## src/gpio_pkg.sv

```systemverilog
// Package for the three-port general-purpose I/O block.
// Assumes a single 100 MHz clock and a plain strobed register port.
package gpio_pkg;
    localparam int unsigned ADDR_W = 12;
    localparam logic [11:0] OFS_P7_LATCH = 12'h007;
    localparam logic [11:0] OFS_P8_LATCH = 12'h008;
    localparam logic [11:0] OFS_P9_LATCH = 12'h009;
    localparam logic [11:0] OFS_P7_PIN_READ = 12'h014;
    localparam logic [11:0] OFS_P8_PIN_READ = 12'h015;
    localparam logic [11:0] OFS_P9_PIN_READ = 12'h016;
    localparam logic [11:0] OFS_P7_DIR = 12'hf21;
    localparam logic [11:0] OFS_P8_DIR = 12'hf22;
    localparam logic [11:0] OFS_P9_DIR = 12'hf23;
    localparam logic [11:0] OFS_P9_PULLUP = 12'hf30;
    localparam logic [11:0] OFS_P7_FUNC = 12'hf3b;
    localparam logic [11:0] OFS_P8_FUNC = 12'hf3c;
    localparam logic [11:0] OFS_P9_FUNC = 12'hf3d;
    localparam logic [11:0] OFS_P9_OPEN_DRAIN = 12'hf4a;
    // Writable bit masks; other bits read zero
    localparam logic [7:0] MASK_P7 = 8'hff;
    localparam logic [7:0] MASK_P7_FUNC = 8'h1f;
    localparam logic [7:0] MASK_P8 = 8'h0f;
    localparam logic [7:0] MASK_P8_FUNC = 8'h03;
    localparam logic [7:0] MASK_P9 = 8'h03;
    localparam logic [7:0] RST_REG = 8'h00;
    localparam int unsigned P7_W = 8;
    localparam int unsigned P8_W = 4;
    localparam int unsigned P9_W = 2;
endpackage

```

## src/gpio_pin_cell.sv

```systemverilog
// One push-pull pin: direction, function mux, input gating.
// Assumes inputs synchronous to clk; output taken from a flip-flop.
`timescale 1ns/1ps
module gpio_pin_cell (
    // Clock and reset
    input wire logic clk,
    input wire logic rstn,
    input wire logic ce,
    // Settings
    input wire logic latch_bit,
    input wire logic dir_bit,
    input wire logic func_bit,
    input wire logic periph_out,
    // Pin
    input wire logic pin_in,
    output logic pin_out,
    output logic pin_oe,
    // Read-back and peripheral input
    output logic read_bit,
    output logic periph_in
);
    typedef struct packed {
        logic out;
        logic oe;
    } cell_t;
    cell_t cell_ff;
    cell_t nxt_cell;

    always_comb begin
        nxt_cell = cell_ff;
        nxt_cell.out = func_bit ? periph_out : latch_bit;
        nxt_cell.oe = dir_bit;
    end

    always_ff @(posedge clk or negedge rstn) begin
        if (!rstn) begin
            cell_ff <= '0;
        end else if (ce) begin
            cell_ff <= nxt_cell;
        end
    end

    assign pin_out = cell_ff.out;
    assign pin_oe = cell_ff.oe;
    assign read_bit = dir_bit ? 1'b0 : pin_in;
    assign periph_in = dir_bit ? 1'b0 : pin_in;
endmodule

```

## src/gpio_od_cell.sv

```systemverilog
// One port-9 pin with open-drain option and pull-up control.
// Assumes the pad applies the pull-up when pullup_en is high.
`timescale 1ns/1ps
module gpio_od_cell (
    // Clock and reset
    input wire logic clk,
    input wire logic rstn,
    input wire logic ce,
    // Settings
    input wire logic latch_bit,
    input wire logic dir_bit,
    input wire logic func_bit,
    input wire logic od_bit,
    input wire logic pu_bit,
    input wire logic periph_out,
    // Pin
    input wire logic pin_in,
    output logic pin_out,
    output logic pin_oe,
    output logic pullup_en,
    // Read-back and peripheral input
    output logic read_bit,
    output logic periph_in
);
    typedef struct packed {
        logic out;
        logic oe;
        logic pu;
    } cell_t;
    cell_t cell_ff;
    cell_t nxt_cell;
    logic level;

    always_comb begin
        nxt_cell = cell_ff;
        level = func_bit ? periph_out : latch_bit;
        if (od_bit) begin
            nxt_cell.out = 1'b0;
            nxt_cell.oe = dir_bit & ~level;
        end else begin
            nxt_cell.out = level;
            nxt_cell.oe = dir_bit;
        end
        nxt_cell.pu = pu_bit & (~dir_bit | od_bit);
    end

    always_ff @(posedge clk or negedge rstn) begin
        if (!rstn) begin
            cell_ff <= '0;
        end else if (ce) begin
            cell_ff <= nxt_cell;
        end
    end

    assign pin_out = cell_ff.out;
    assign pin_oe = cell_ff.oe;
    assign pullup_en = cell_ff.pu;
    // Open-drain output still reads the wire level
    assign read_bit = (~dir_bit | od_bit) ? pin_in : 1'b0;
    assign periph_in = (~dir_bit | od_bit) ? pin_in : 1'b1;
endmodule

```

## src/gpio_ports.sv

```systemverilog
// Top of ports 7, 8 and 9 with the register port.
// Assumes inputs synchronous to clk; read data one cycle after strobe.
`timescale 1ns/1ps
module gpio_ports (
    // Clock, reset, enable
    input wire logic clk,
    input wire logic rstn,
    input wire logic ce,
    // Register port
    input wire logic [11:0] addr,
    input wire logic [7:0] wdata,
    input wire logic wr,
    input wire logic rd,
    output logic [7:0] rdata,
    // Port 7 pins
    input wire logic [7:0] p7_in,
    output logic [7:0] p7_out,
    output logic [7:0] p7_oe,
    // Port 8 pins
    input wire logic [3:0] p8_in,
    output logic [3:0] p8_out,
    output logic [3:0] p8_oe,
    // Port 9 pins
    input wire logic [1:0] p9_in,
    output logic [1:0] p9_out,
    output logic [1:0] p9_oe,
    output logic [1:0] p9_pullup_en,
    // Port 7 peripherals
    output logic ext_irq_in_a,
    output logic ext_irq_in_b,
    output logic ext_irq_in_c,
    input wire logic divider_out,
    input wire logic pulse_gen_b_out0,
    input wire logic pulse_gen_b_out1,
    output logic timer_b_in0,
    output logic timer_b_in1,
    input wire logic pulse_gen_a_out0,
    input wire logic pulse_gen_a_out1,
    input wire logic pwm_a_out0,
    input wire logic pwm_a_out1,
    input wire logic pwm_a_sel01,
    output logic timer_a_in0,
    output logic timer_a_in1,
    // Port 8 peripherals
    input wire logic pulse_gen_a_out2,
    input wire logic pulse_gen_a_out3,
    input wire logic pwm_a_out2,
    input wire logic pwm_a_out3,
    input wire logic pwm_a_sel23,
    output logic timer_a_in2,
    output logic timer_a_in3,
    // Port 9 serial
    input wire logic [1:0] uart_tx,
    output logic [1:0] uart_rx
);
    typedef struct packed {
        logic [7:0] p7_latch;
        logic [7:0] p7_dir;
        logic [7:0] p7_func;
        logic [7:0] p8_latch;
        logic [7:0] p8_dir;
        logic [7:0] p8_func;
        logic [7:0] p9_latch;
        logic [7:0] p9_dir;
        logic [7:0] p9_func;
        logic [7:0] p9_od;
        logic [7:0] p9_pu;
        logic [7:0] rdata;
        logic [7:0] p7_per_in;
        logic [3:0] p8_per_in;
        logic [1:0] p9_per_in;
    } state_t;
    state_t st_ff;
    state_t nxt_st;

    logic [7:0] p7_rd;
    logic [7:0] p7_pin_in;
    logic [7:0] p7_per_out;
    logic [3:0] p8_rd;
    logic [3:0] p8_pin_in;
    logic [3:0] p8_per_out;
    logic [1:0] p9_rd;
    logic [1:0] p9_pin_in;

    assign p7_per_out = {3'h0, divider_out, pulse_gen_b_out1,
        pulse_gen_b_out0,
        pwm_a_sel01 ? pwm_a_out1 : pulse_gen_a_out1,
        pwm_a_sel01 ? pwm_a_out0 : pulse_gen_a_out0};
    assign p8_per_out = {2'h0,
        pwm_a_sel23 ? pwm_a_out3 : pulse_gen_a_out3,
        pwm_a_sel23 ? pwm_a_out2 : pulse_gen_a_out2};

    genvar i;
    generate
        for (i = 0; i < 8; i++) begin : g_p7
            gpio_pin_cell u_cell (
                .clk(clk),
                .rstn(rstn),
                .ce(ce),
                .latch_bit(st_ff.p7_latch[i]),
                .dir_bit(st_ff.p7_dir[i]),
                .func_bit(st_ff.p7_func[i]),
                .periph_out(p7_per_out[i]),
                .pin_in(p7_in[i]),
                .pin_out(p7_out[i]),
                .pin_oe(p7_oe[i]),
                .read_bit(p7_rd[i]),
                .periph_in(p7_pin_in[i])
            );
        end
        for (i = 0; i < 4; i++) begin : g_p8
            gpio_pin_cell u_cell (
                .clk(clk),
                .rstn(rstn),
                .ce(ce),
                .latch_bit(st_ff.p8_latch[i]),
                .dir_bit(st_ff.p8_dir[i]),
                .func_bit(st_ff.p8_func[i]),
                .periph_out(p8_per_out[i]),
                .pin_in(p8_in[i]),
                .pin_out(p8_out[i]),
                .pin_oe(p8_oe[i]),
                .read_bit(p8_rd[i]),
                .periph_in(p8_pin_in[i])
            );
        end
        for (i = 0; i < 2; i++) begin : g_p9
            gpio_od_cell u_cell (
                .clk(clk),
                .rstn(rstn),
                .ce(ce),
                .latch_bit(st_ff.p9_latch[i]),
                .dir_bit(st_ff.p9_dir[i]),
                .func_bit(st_ff.p9_func[i]),
                .od_bit(st_ff.p9_od[i]),
                .pu_bit(st_ff.p9_pu[i]),
                .periph_out(uart_tx[i]),
                .pin_in(p9_in[i]),
                .pin_out(p9_out[i]),
                .pin_oe(p9_oe[i]),
                .pullup_en(p9_pullup_en[i]),
                .read_bit(p9_rd[i]),
                .periph_in(p9_pin_in[i])
            );
        end
    endgenerate

    always_comb begin
        nxt_st = st_ff;
        nxt_st.p7_per_in = p7_pin_in;
        nxt_st.p8_per_in = p8_pin_in;
        nxt_st.p9_per_in = p9_pin_in;
        if (wr) begin
            case (addr)
                gpio_pkg::OFS_P7_LATCH: nxt_st.p7_latch = wdata;
                gpio_pkg::OFS_P7_DIR: nxt_st.p7_dir = wdata;
                gpio_pkg::OFS_P7_FUNC:
                    nxt_st.p7_func = wdata & gpio_pkg::MASK_P7_FUNC;
                gpio_pkg::OFS_P8_LATCH:
                    nxt_st.p8_latch = wdata & gpio_pkg::MASK_P8;
                gpio_pkg::OFS_P8_DIR:
                    nxt_st.p8_dir = wdata & gpio_pkg::MASK_P8;
                gpio_pkg::OFS_P8_FUNC:
                    nxt_st.p8_func = wdata & gpio_pkg::MASK_P8_FUNC;
                gpio_pkg::OFS_P9_LATCH:
                    nxt_st.p9_latch = wdata & gpio_pkg::MASK_P9;
                gpio_pkg::OFS_P9_DIR:
                    nxt_st.p9_dir = wdata & gpio_pkg::MASK_P9;
                gpio_pkg::OFS_P9_FUNC:
                    nxt_st.p9_func = wdata & gpio_pkg::MASK_P9;
                gpio_pkg::OFS_P9_OPEN_DRAIN:
                    nxt_st.p9_od = wdata & gpio_pkg::MASK_P9;
                gpio_pkg::OFS_P9_PULLUP:
                    nxt_st.p9_pu = wdata & gpio_pkg::MASK_P9;
                default: ;
            endcase
        end
        if (rd) begin
            case (addr)
                gpio_pkg::OFS_P7_LATCH: nxt_st.rdata = st_ff.p7_latch;
                gpio_pkg::OFS_P7_DIR: nxt_st.rdata = st_ff.p7_dir;
                gpio_pkg::OFS_P7_FUNC: nxt_st.rdata = st_ff.p7_func;
                gpio_pkg::OFS_P7_PIN_READ: nxt_st.rdata = p7_rd;
                gpio_pkg::OFS_P8_LATCH: nxt_st.rdata = st_ff.p8_latch;
                gpio_pkg::OFS_P8_DIR: nxt_st.rdata = st_ff.p8_dir;
                gpio_pkg::OFS_P8_FUNC: nxt_st.rdata = st_ff.p8_func;
                gpio_pkg::OFS_P8_PIN_READ: nxt_st.rdata = {4'h0, p8_rd};
                gpio_pkg::OFS_P9_LATCH: nxt_st.rdata = st_ff.p9_latch;
                gpio_pkg::OFS_P9_DIR: nxt_st.rdata = st_ff.p9_dir;
                gpio_pkg::OFS_P9_FUNC: nxt_st.rdata = st_ff.p9_func;
                gpio_pkg::OFS_P9_OPEN_DRAIN: nxt_st.rdata = st_ff.p9_od;
                gpio_pkg::OFS_P9_PULLUP: nxt_st.rdata = st_ff.p9_pu;
                gpio_pkg::OFS_P9_PIN_READ: nxt_st.rdata = {6'h00, p9_rd};
                default: nxt_st.rdata = 8'h00;
            endcase
        end else begin
            // Data stand only in the cycle after the read
            nxt_st.rdata = 8'h00;
        end
    end

    always_ff @(posedge clk or negedge rstn) begin
        if (!rstn) begin
            st_ff <= '0;
        end else if (ce) begin
            st_ff <= nxt_st;
        end
    end

    assign rdata = st_ff.rdata;
    assign ext_irq_in_c = st_ff.p7_per_in[7];
    assign ext_irq_in_b = st_ff.p7_per_in[6];
    assign ext_irq_in_a = st_ff.p7_per_in[5];
    assign timer_b_in1 = st_ff.p7_per_in[3];
    assign timer_b_in0 = st_ff.p7_per_in[2];
    assign timer_a_in1 = st_ff.p7_per_in[1];
    assign timer_a_in0 = st_ff.p7_per_in[0];
    assign timer_a_in3 = st_ff.p8_per_in[1];
    assign timer_a_in2 = st_ff.p8_per_in[0];
    assign uart_rx = st_ff.p9_per_in;
endmodule

```

## config.mk

```make
export PLATFORM = sky130hd
export DESIGN_NAME = gpio_ports
export DESIGN_NICKNAME = d
export VERILOG_FILES = /design/src/gpio_pkg.sv /design/src/gpio_pin_cell.sv /design/src/gpio_od_cell.sv /design/src/gpio_ports.sv
export SDC_FILE = /design/constraint.sdc
export NUM_CORES = 1
export LEC_CHECK = 0
export BUFFER_PORTS_ARGS = -buffer_cell sky130_fd_sc_hd__buf_2
export CORE_MARGIN = 2
export CORE_UTILIZATION = 51
export DETAILED_ROUTE_END_ITERATION = 10
export GPL_TIMING_DRIVEN = 0
export HOLD_SLACK_MARGIN = 0.12
export PLACE_DENSITY_LB_ADDON = 0.12
export SYNTH_ARGS = -nofsm -noshare
export SYNTH_HDL_FRONTEND = slang
export SYNTH_SLANG_ARGS = --single-unit
```

## constraint.sdc

```tcl
create_clock -name clk -period 2.7 [get_ports clk]
set_clock_uncertainty 0.05 [all_clocks]
set_input_delay 0 -clock clk [delete_from_list [all_inputs] [get_ports clk]]
set_output_delay 0 -clock clk [all_outputs]
set_load 0.1 [all_outputs]
```

# Word-level counts from Yosys, hierarchy flattened
# Cells that the tools add are included.
[totals]
ff_bits = 91
in_bits = 54
elab_cells = 113
out_inout_bits = 49
[op_classes]
bitwise = 10
n_mux = 33
reduce_logical = 11
eq_ne = 14
[ops]
columns = ["cell", "n"]
rows = [
  ["8-bit case mux with 14 select lines", 1],
  ["12-bit equality test (second input constant)", 8],
  ["12-bit by 5-bit equality test with 1-bit output (second input constant)", 3],
  ["3-bit AND reduction", 11],
  ["1-bit 2-to-1 mux", 29],
  ["12-bit by 4-bit equality test with 1-bit output (second input constant)", 2],
  ["12-bit by 3-bit equality test with 1-bit output (second input constant)", 1],
  ["8-bit 2-to-1 mux", 1],
  ["1-bit bitwise AND", 4],
  ["2-bit 2-to-1 mux", 2],
  ["1-bit inverter", 4],
  ["1-bit OR", 2],
]

# Logic depth before layout (Yosys ltp)
# Gate-level depths: netlist (run 1).
[depth]
depth_word = 5
depth_mapped = 7

# By module
# From an unflattened synthesis (run 1), not the netlist that was laid out.
[unflattened]
hier_cells = 414
area_unflattened_um2 = 4734.5
[modules_own_cells]
columns = ["mod", "cells_per_inst", "seq_area_each_um2", "n_inst", "area_per_inst_um2"]
rows = [
  ["gpio_ports", 290, 1501.4, 1, 3245.6],
  ["gpio_pin_cell", 8, 50.0, 12, 97.6],
  ["gpio_od_cell", 14, 75.1, 2, 158.9],
]

# Worst setup path after synthesis (run 1)
# Ideal clock, no wire load.
[synth_path]
kind = "input to register"
startpoint = "input addr[8]"
endpoint = "register st_ff[102] (netlist name)"
setup_ns = 0.125
path_stages = 6
required_time_ns = 2.525
arrival_time_ns = 1.702
setup_slack_ns = 0.823
n_path_buf = 2
path_cell_list = "or4_1 buf_2 nor4_4 and3_1 buf_6 mux2_4"
[synth_via]
elab_chain_len = 2
[synth_rtl]
columns = ["element", "line", "rtl"]
rows = [
  ["start, declared", "gpio_ports.sv:10", "input wire logic [11:0] addr,"],
  ["12-bit by 3-bit equality test with 1-bit output", "gpio_ports.sv:154", "case (addr)"],
  ["3-bit AND reduction (no line)", "n/a", ""],
  ["end signal, assigned", "gpio_ports.sv:206", "st_ff <= nxt_st;"],
  ["end, declared", "gpio_ports.sv:73", "state_t st_ff;"],
]
# No other way between the ends.
# A chain may end at the register's enable or synchronous reset.

# Final worst setup path (run 1)
[layout_path]
startpoint = "input addr[7]"
endpoint = "register st_ff[109] (netlist name)"
# Same word-level chain as after synthesis.

==> flow_summary_export.csv, run 1 <==
group,metric,value,unit
outcome,status,"complete, no violations",
grt,grt_pass1_wl,19.6,mm
critical_path,critPathTopFamily,"simple AND/OR/NAND/NOR gates",
power_and_ir_drop,internal_power,2040,uW
power_and_ir_drop,power_frac_seq,0.481,
sta,fmax,0.424,GHz
critical_path,required,2900,ps
power_and_ir_drop,p_sw,829,uW
place,place_congestion,0.915,
sta,finalSetupTns,0,ps
yosys,yosysWarnings,0,
drt,drtAntennaViolNets,0,
run,drv_cap,0,
drt,num_vias,3717,
drt,firstDrtPassIters,5,
cts,cts_buffers,9,
sta,tightest_slew,1100,ps
critical_path,worstPathMaxFanout,10,
cts,ctsResizeCount,0,
critical_path,cp-end-kind,"flop",
drt,drt_iter0_markers,223,
sta,grt_setup_unrepaired,"no",
sta,period_share,0.874,
critical_path,critPathSlowestCell,"nor4_4",
sta,relSlewSlack,0.268,
critical_path,worst_setup_path_start_kind,"input pin",
yosys,ys_ff_latch,90,
cells_and_area,area_delta_synth_final,27.5,%
yosys,synth.area.top_cells,"dfrtp_1, mux2_2, buf_4, mux2_4, mux2i_1",
cells_and_area,n_antenna_cell,0,
yosys,netlist.top_cell.by_area,"dfrtp_1",
place,dp_hpwl,8.70,mm
cells_and_area,seqCellArea,0.00225,mm2
critical_path,path_cells,"dlygate4sd3_1, buf_2, or2_2, clkbuf_4, nor4_4, and3_1, buf_6, mux2_4",
drt,avgViaCountPerCell,5.61,
sta,setup-violations-final,0,
cts,cts_tree,"yes",
sta,final.min_clock_period,2360,ps
floorplan,die_area,0.00983,mm2
critical_path,arrival,2560,ps
power_and_ir_drop,ir_drop,0.256,mV
yosys,synthArstFlopShare,1.00,
yosys,synth_top_area_frac,0.488,
floorplan,coreArea,0.00876,mm2
place,portBuffers,101,
power_and_ir_drop,power_density,487,mW/mm2
cells_and_area,drive_gt1_frac,0.419,
grt,grt_max_degree,69,
drt,route.detailed.drc,0,
cells_and_area,multi_input_area,0.00202,mm2
grt,grt_use_total,0.258,
cts,clockBufferDepth,2,
power_and_ir_drop,power_frac_comb,0.149,
sta,hold_violations,0,
critical_path,criticalPathCategory,"in -> reg",
yosys,synth_area,0.00462,mm2
floorplan,die_width,99.2,um
cts,root_buffer,"clkbuf_8",
grt,grt_pass1_vias,3668,
drt,wl,12.3,mm
sta,slew_violations,0,
yosys,synth_cells,399,
cts,htreeDepth,3,
yosys,yosysUniqueCellTypes,59,
yosys,synth_edf_count,0,
sta,fin_ws,340,ps
cts,clkTransAtPathRegs,100,ps
power_and_ir_drop,clkPwrFrac,0.370,
critical_path,cp_num_buf_inv,4,
power_and_ir_drop,leakagePower,0.00290,uW
yosys,avgSynthCellArea,11.6,um2
yosys,synthesis.nets,453,
yosys,yosysSeqAreaShare,0.488,
floorplan,start_util,0.527,
cells_and_area,nFillCells,697,
cts,clock_latency,370,ps
drt,drt-wirelength-per-cell,18.6,um
floorplan,placementRows,34,
floorplan,io_pins,103,
min_path,min_path_type,"in -> async",
yosys,yosysMostFrequentCell,"dfrtp_1",
power_and_ir_drop,swShare,0.289,
yosys,yosys-top-cells-count,"dfrtp_1, mux2_2, buf_4",
place,pre_cts_slack,257,ps
cells_and_area,fin_nets,603,
critical_path,max_stage_delay,680,ps
grt,antenna_found_initial,0,
floorplan,die_y,99.2,um
grt,gr-total-overflow,0,
yosys,synth-main-ff-cell,"dfrtp_1",
cts,cts.sinks,90,
[worst reg2reg max path, stage by stage, from the launching register on]
cell	delay (ps)
dfrtp_1	470
nand2b_1	180
a32o_1	260
a22o_1	190
nor4_1	350
a32oi_1	150
[through the flow]
stage               power (uW)  hold WS, ps  utilization  cells  cell area [um2]
detailed placement        1790         -120        0.604    609             5290
global route              2970          179        0.672    662             5890
global placement          1780          196        0.600    608             5260
finish                    2870          120        0.672    662             5890
CTS                       2880          136        0.672    662             5890
floorplan                 1650         -346            -    399             4620
[placed cells by master, fill, tap and decap left out, drive strengths merged, types with 10 or more instances in the layout]
cell type,synthesis,final
buf,36,138
dfrtp,90,90
mux2,65,65
dlygate4sd3,0,37
clkbuf,15,24
nand2,18,18
nor2,18,18
inv,7,11
nor2b,10,10
o21ai,10,10
[per-layer routing]
| metal | track usage | part of all wire |
|---|---|---|
| met5 | 0 | 0 |
| met4 | 0.0885 | 0.021 |
| met3 | 0.0358 | 0.049 |
| met2 | 0.384 | 0.46 |
| met1 | 0.390 | 0.48 |
[power groups by stage]
stage / clock, uW / sequential, uW / combinational, uW
after detailed placement: 0 / 1410 / 382
after floorplan: 0 / 1520 / 132
after global placement: 0 / 1400 / 372
after global routing: 1140 / 1380 / 455
final: 1060 / 1380 / 426
after CTS: 1080 / 1380 / 426
[final timing paths]
path / start / to / depth (start not counted) / slack, ps
max reg2reg: st_ff[31] / rdata[1] / 5 / 910
max in group asynchronous: rstn / st_ff[71] / 3 / 1030
min reg2reg: g_p7[0].u_cell.pin_out / g_p7[0].u_cell.pin_out / 1 / 440
min: rstn / uart_rx[0] / 3 / 120
max: addr[7] / st_ff[109] / 8 / 340
min in group clk: addr[6] / rdata[0] / 5 / 150
[cell families after synthesis]
kind of cell,after synthesis,synth area share
simple gates,112,0.149
buf+inv,59,0.0756
flops,90,0.488
compound gates,64,0.103
mux,74,0.184
[cell type report]
class / count / area share
timing repair buffer: 139 / 0.154
inverter: 8 / 0.00510
clock inverter: 7 / 0.0178
multi-input combinational: 250 / 0.343
tap: 108 / 0.0229
buffer: 51 / 0.0542
clock buffer: 9 / 0.0210
sequential: 90 / 0.382
[repair_timing]
action                    in CTS  in global routing
hold endpoints to repair     142                  0
setup buffers                  0                  0
hold buffers                  37                  0
[state kept, by name (all words and copies together) (netlist names), 2 cells and up]
register,cells
g_p7.u_cell.pin_oe,8
g_p7.u_cell.pin_out,8
g_p8.u_cell.pin_oe,4
g_p8.u_cell.pin_out,4
g_p9.u_cell.pin_oe,2
g_p9.u_cell.pin_out,2
g_p9.u_cell.pullup_en,2
rdata,8
st_ff,41
uart_rx,2
Note: power is estimated with default switching activity, not from simulation.
==> run 2, diff against run 1 <==
--- a/config.mk
+++ b/config.mk
@@ -6,7 +6,7 @@
 export NUM_CORES = 1
 export LEC_CHECK = 0
 export BUFFER_PORTS_ARGS = -buffer_cell sky130_fd_sc_hd__buf_2
-export CORE_MARGIN = 2
+export CORE_MARGIN = 10
 export CORE_UTILIZATION = 51
 export DETAILED_ROUTE_END_ITERATION = 10
 export GPL_TIMING_DRIVEN = 0
==> flow_summary_export.csv, run 2 (synthesis results as in run 1) <==
group,metric,value,unit
outcome,status,"complete, no violations",
sta,finalSetupTns,0,ps
cts,cts_buffers,9,
cells_and_area,area_delta_synth_final,26.7,%
cells_and_area,n_antenna_cell,0,
drt,drt_iter0_markers,240,
critical_path,criticalPathCategory,"in -> reg",
cts,clkTransAtPathRegs,100,ps
critical_path,worst_setup_path_start_kind,"input pin",
drt,firstDrtPassIters,5,
run,drv_cap,0,
floorplan,die_y,115,um
critical_path,critPathSlowestCell,"nor4_2",
cts,cts_tree,"yes",
drt,drtAntennaViolNets,0,
cells_and_area,layout_commonest_cell,"buf_2",
cts,clock_latency,360,ps
sta,tightest_slew,1030,ps
critical_path,reg2reg_to,"rdata[1]",
drt,avgViaCountPerCell,5.65,
place,place_congestion,0.870,
cells_and_area,fin_nets,601,
cts,ctsResizeCount,0,
sta,setup-violations-final,0,
floorplan,die_area,0.0133,mm2
critical_path,max_stage_delay,590,ps
critical_path,rr_worst_depth,5,
floorplan,die_width,115,um
critical_path,arrival,2550,ps
place,dp_hpwl,9.80,mm
floorplan,start_util,0.527,
critical_path,worstPathMaxFanout,8,
sta,period_share,0.872,
sta,hold_violations,0,
cts,post-cts-setup-buffers,0,
critical_path,path_cells,"dlygate4sd3_1, buf_2, or3b_4, nor4_2, and3_1, buf_2, mux2_2",
critical_path,regToRegSetupSlack,960,ps
critical_path,cp-startpoint,"addr[7]",
critical_path,cp-end-kind,"flop",
power_and_ir_drop,ir_drop,0.229,mV
grt,grt_pass1_vias,3848,
sta,fmax,0.425,GHz
sta,grt_setup_unrepaired,"no",
grt,gr-total-overflow,0,
power_and_ir_drop,leakagePower,0.00289,uW
cts,clockBufferDepth,2,
cells_and_area,regMostFlops,"st_ff",
cells_and_area,nFillCells,687,
min_path,min_path_type,"in -> async",
floorplan,coreArea,0.00876,mm2
drt,drt-wirelength-per-cell,20.1,um
cells_and_area,final_util,0.668,
place,pre_cts_slack,164,ps
place,portBuffers,101,
critical_path,crit_end,"st_ff[101]",
sta,holdWs,103,ps
sta,slew_violations,0,
cts,root_buffer,"clkbuf_8",
cts,htreeDepth,3,
power_and_ir_drop,power_density,477,mW/mm2
grt,grt_use_total,0.199,
place,placed_area,0.00529,mm2
grt,grt_pass1_wl,21.0,mm
cts,cts.sinks,90,
cells_and_area,final_cell_mix,"buf_2, dfrtp_1, mux2_2, dlygate4sd3_1, buf_4",
grt,antenna_found_initial,0,
cells_and_area,final_cell_area,0.00585,mm2
grt,grt_max_degree,50,
cells_and_area,largest_reg_flops,41,
cts,hold_buffers,35,
cells_and_area,drive_gt1_frac,0.420,
sta,final.min_clock_period,2360,ps
critical_path,r2r-start,"st_ff[31]",
drt,wl,13.3,mm
drt,num_vias,3732,
floorplan,placementRows,34,
sta,fin_ws,345,ps
critical_path,required,2890,ps
critical_path,cp_common_cell,"buf_2",
sta,relSlewSlack,0.309,
floorplan,io_pins,103,
drt,route.detailed.drc,0,
==> run 2: cell count changes in the layout (fill, tap and decap cells not counted), sizes merged <==
cell	change
clkinvlp	-1
inv	-1
clkinv	+2
bufinv	-1
clkbuf	+1
dlygate4sd3	-2
==> run 2: critical path: cells and delay by family <==
family | cells | cell delay [ps]
AND/OR/NAND/NOR | 3 | 1240
buffers and inverters | 3 | 920
multiplexers | 1 | 370
==> run 2: final cells by class <==
cell class / count / area (um2) / area share
Sequential cell: 90 / 2250 / 0.385
Multi-Input combinational cell: 250 / 2020 / 0.345
Timing Repair Buffer: 137 / 886 / 0.151
Buffer: 51 / 319 / 0.0545
Clock buffer: 10 / 138 / 0.0235
Tap cell: 108 / 135 / 0.0231
Clock inverter: 6 / 72.6 / 0.0124
Inverter: 8 / 30.0 / 0.00513
==> run 2: how the worst min path moves through the flow <==
stage | start | endpoint | slack (ps) | cells past startpoint
5_1_grt | rstn | g_p9[1].u_cell.pin_out | 170 | 2
2_1_floorplan | rstn | ext_irq_in_a | -350 | 0
3_5_place_dp | rstn | g_p9[0].u_cell.pin_oe | -20 | 1
3_3_place_gp | wdata[7] | st_ff[109] | 190 | 2
4_1_cts | p8_in[1] | timer_a_in3 | 120 | 3
6_report | rstn | g_p9[0].u_cell.pin_oe | 100 | 2
==> run 2: where the power goes <==
group / internal, uW / switching, uW
clock network: 467 / 523
registers: 1370 / 11.2
logic: 130 / 294
total: 1970 / 828
==> run 2: per-stage QoR <==
step	cells	total power (uW)
2_1_floorplan	399	1650
3_3_place_gp	608	1780
3_5_place_dp	609	1790
4_1_cts	660	2810
5_1_grt	660	2890
6_report	660	2790
==> run 2: metal layers <==
metal,up-vias,track usage,part of all wire
met5,-,0,0
met4,0,0.0347,0.0079
met3,14,0.0453,0.060
met2,116,0.315,0.47
met1,1866,0.274,0.47
li1,1736,-,-
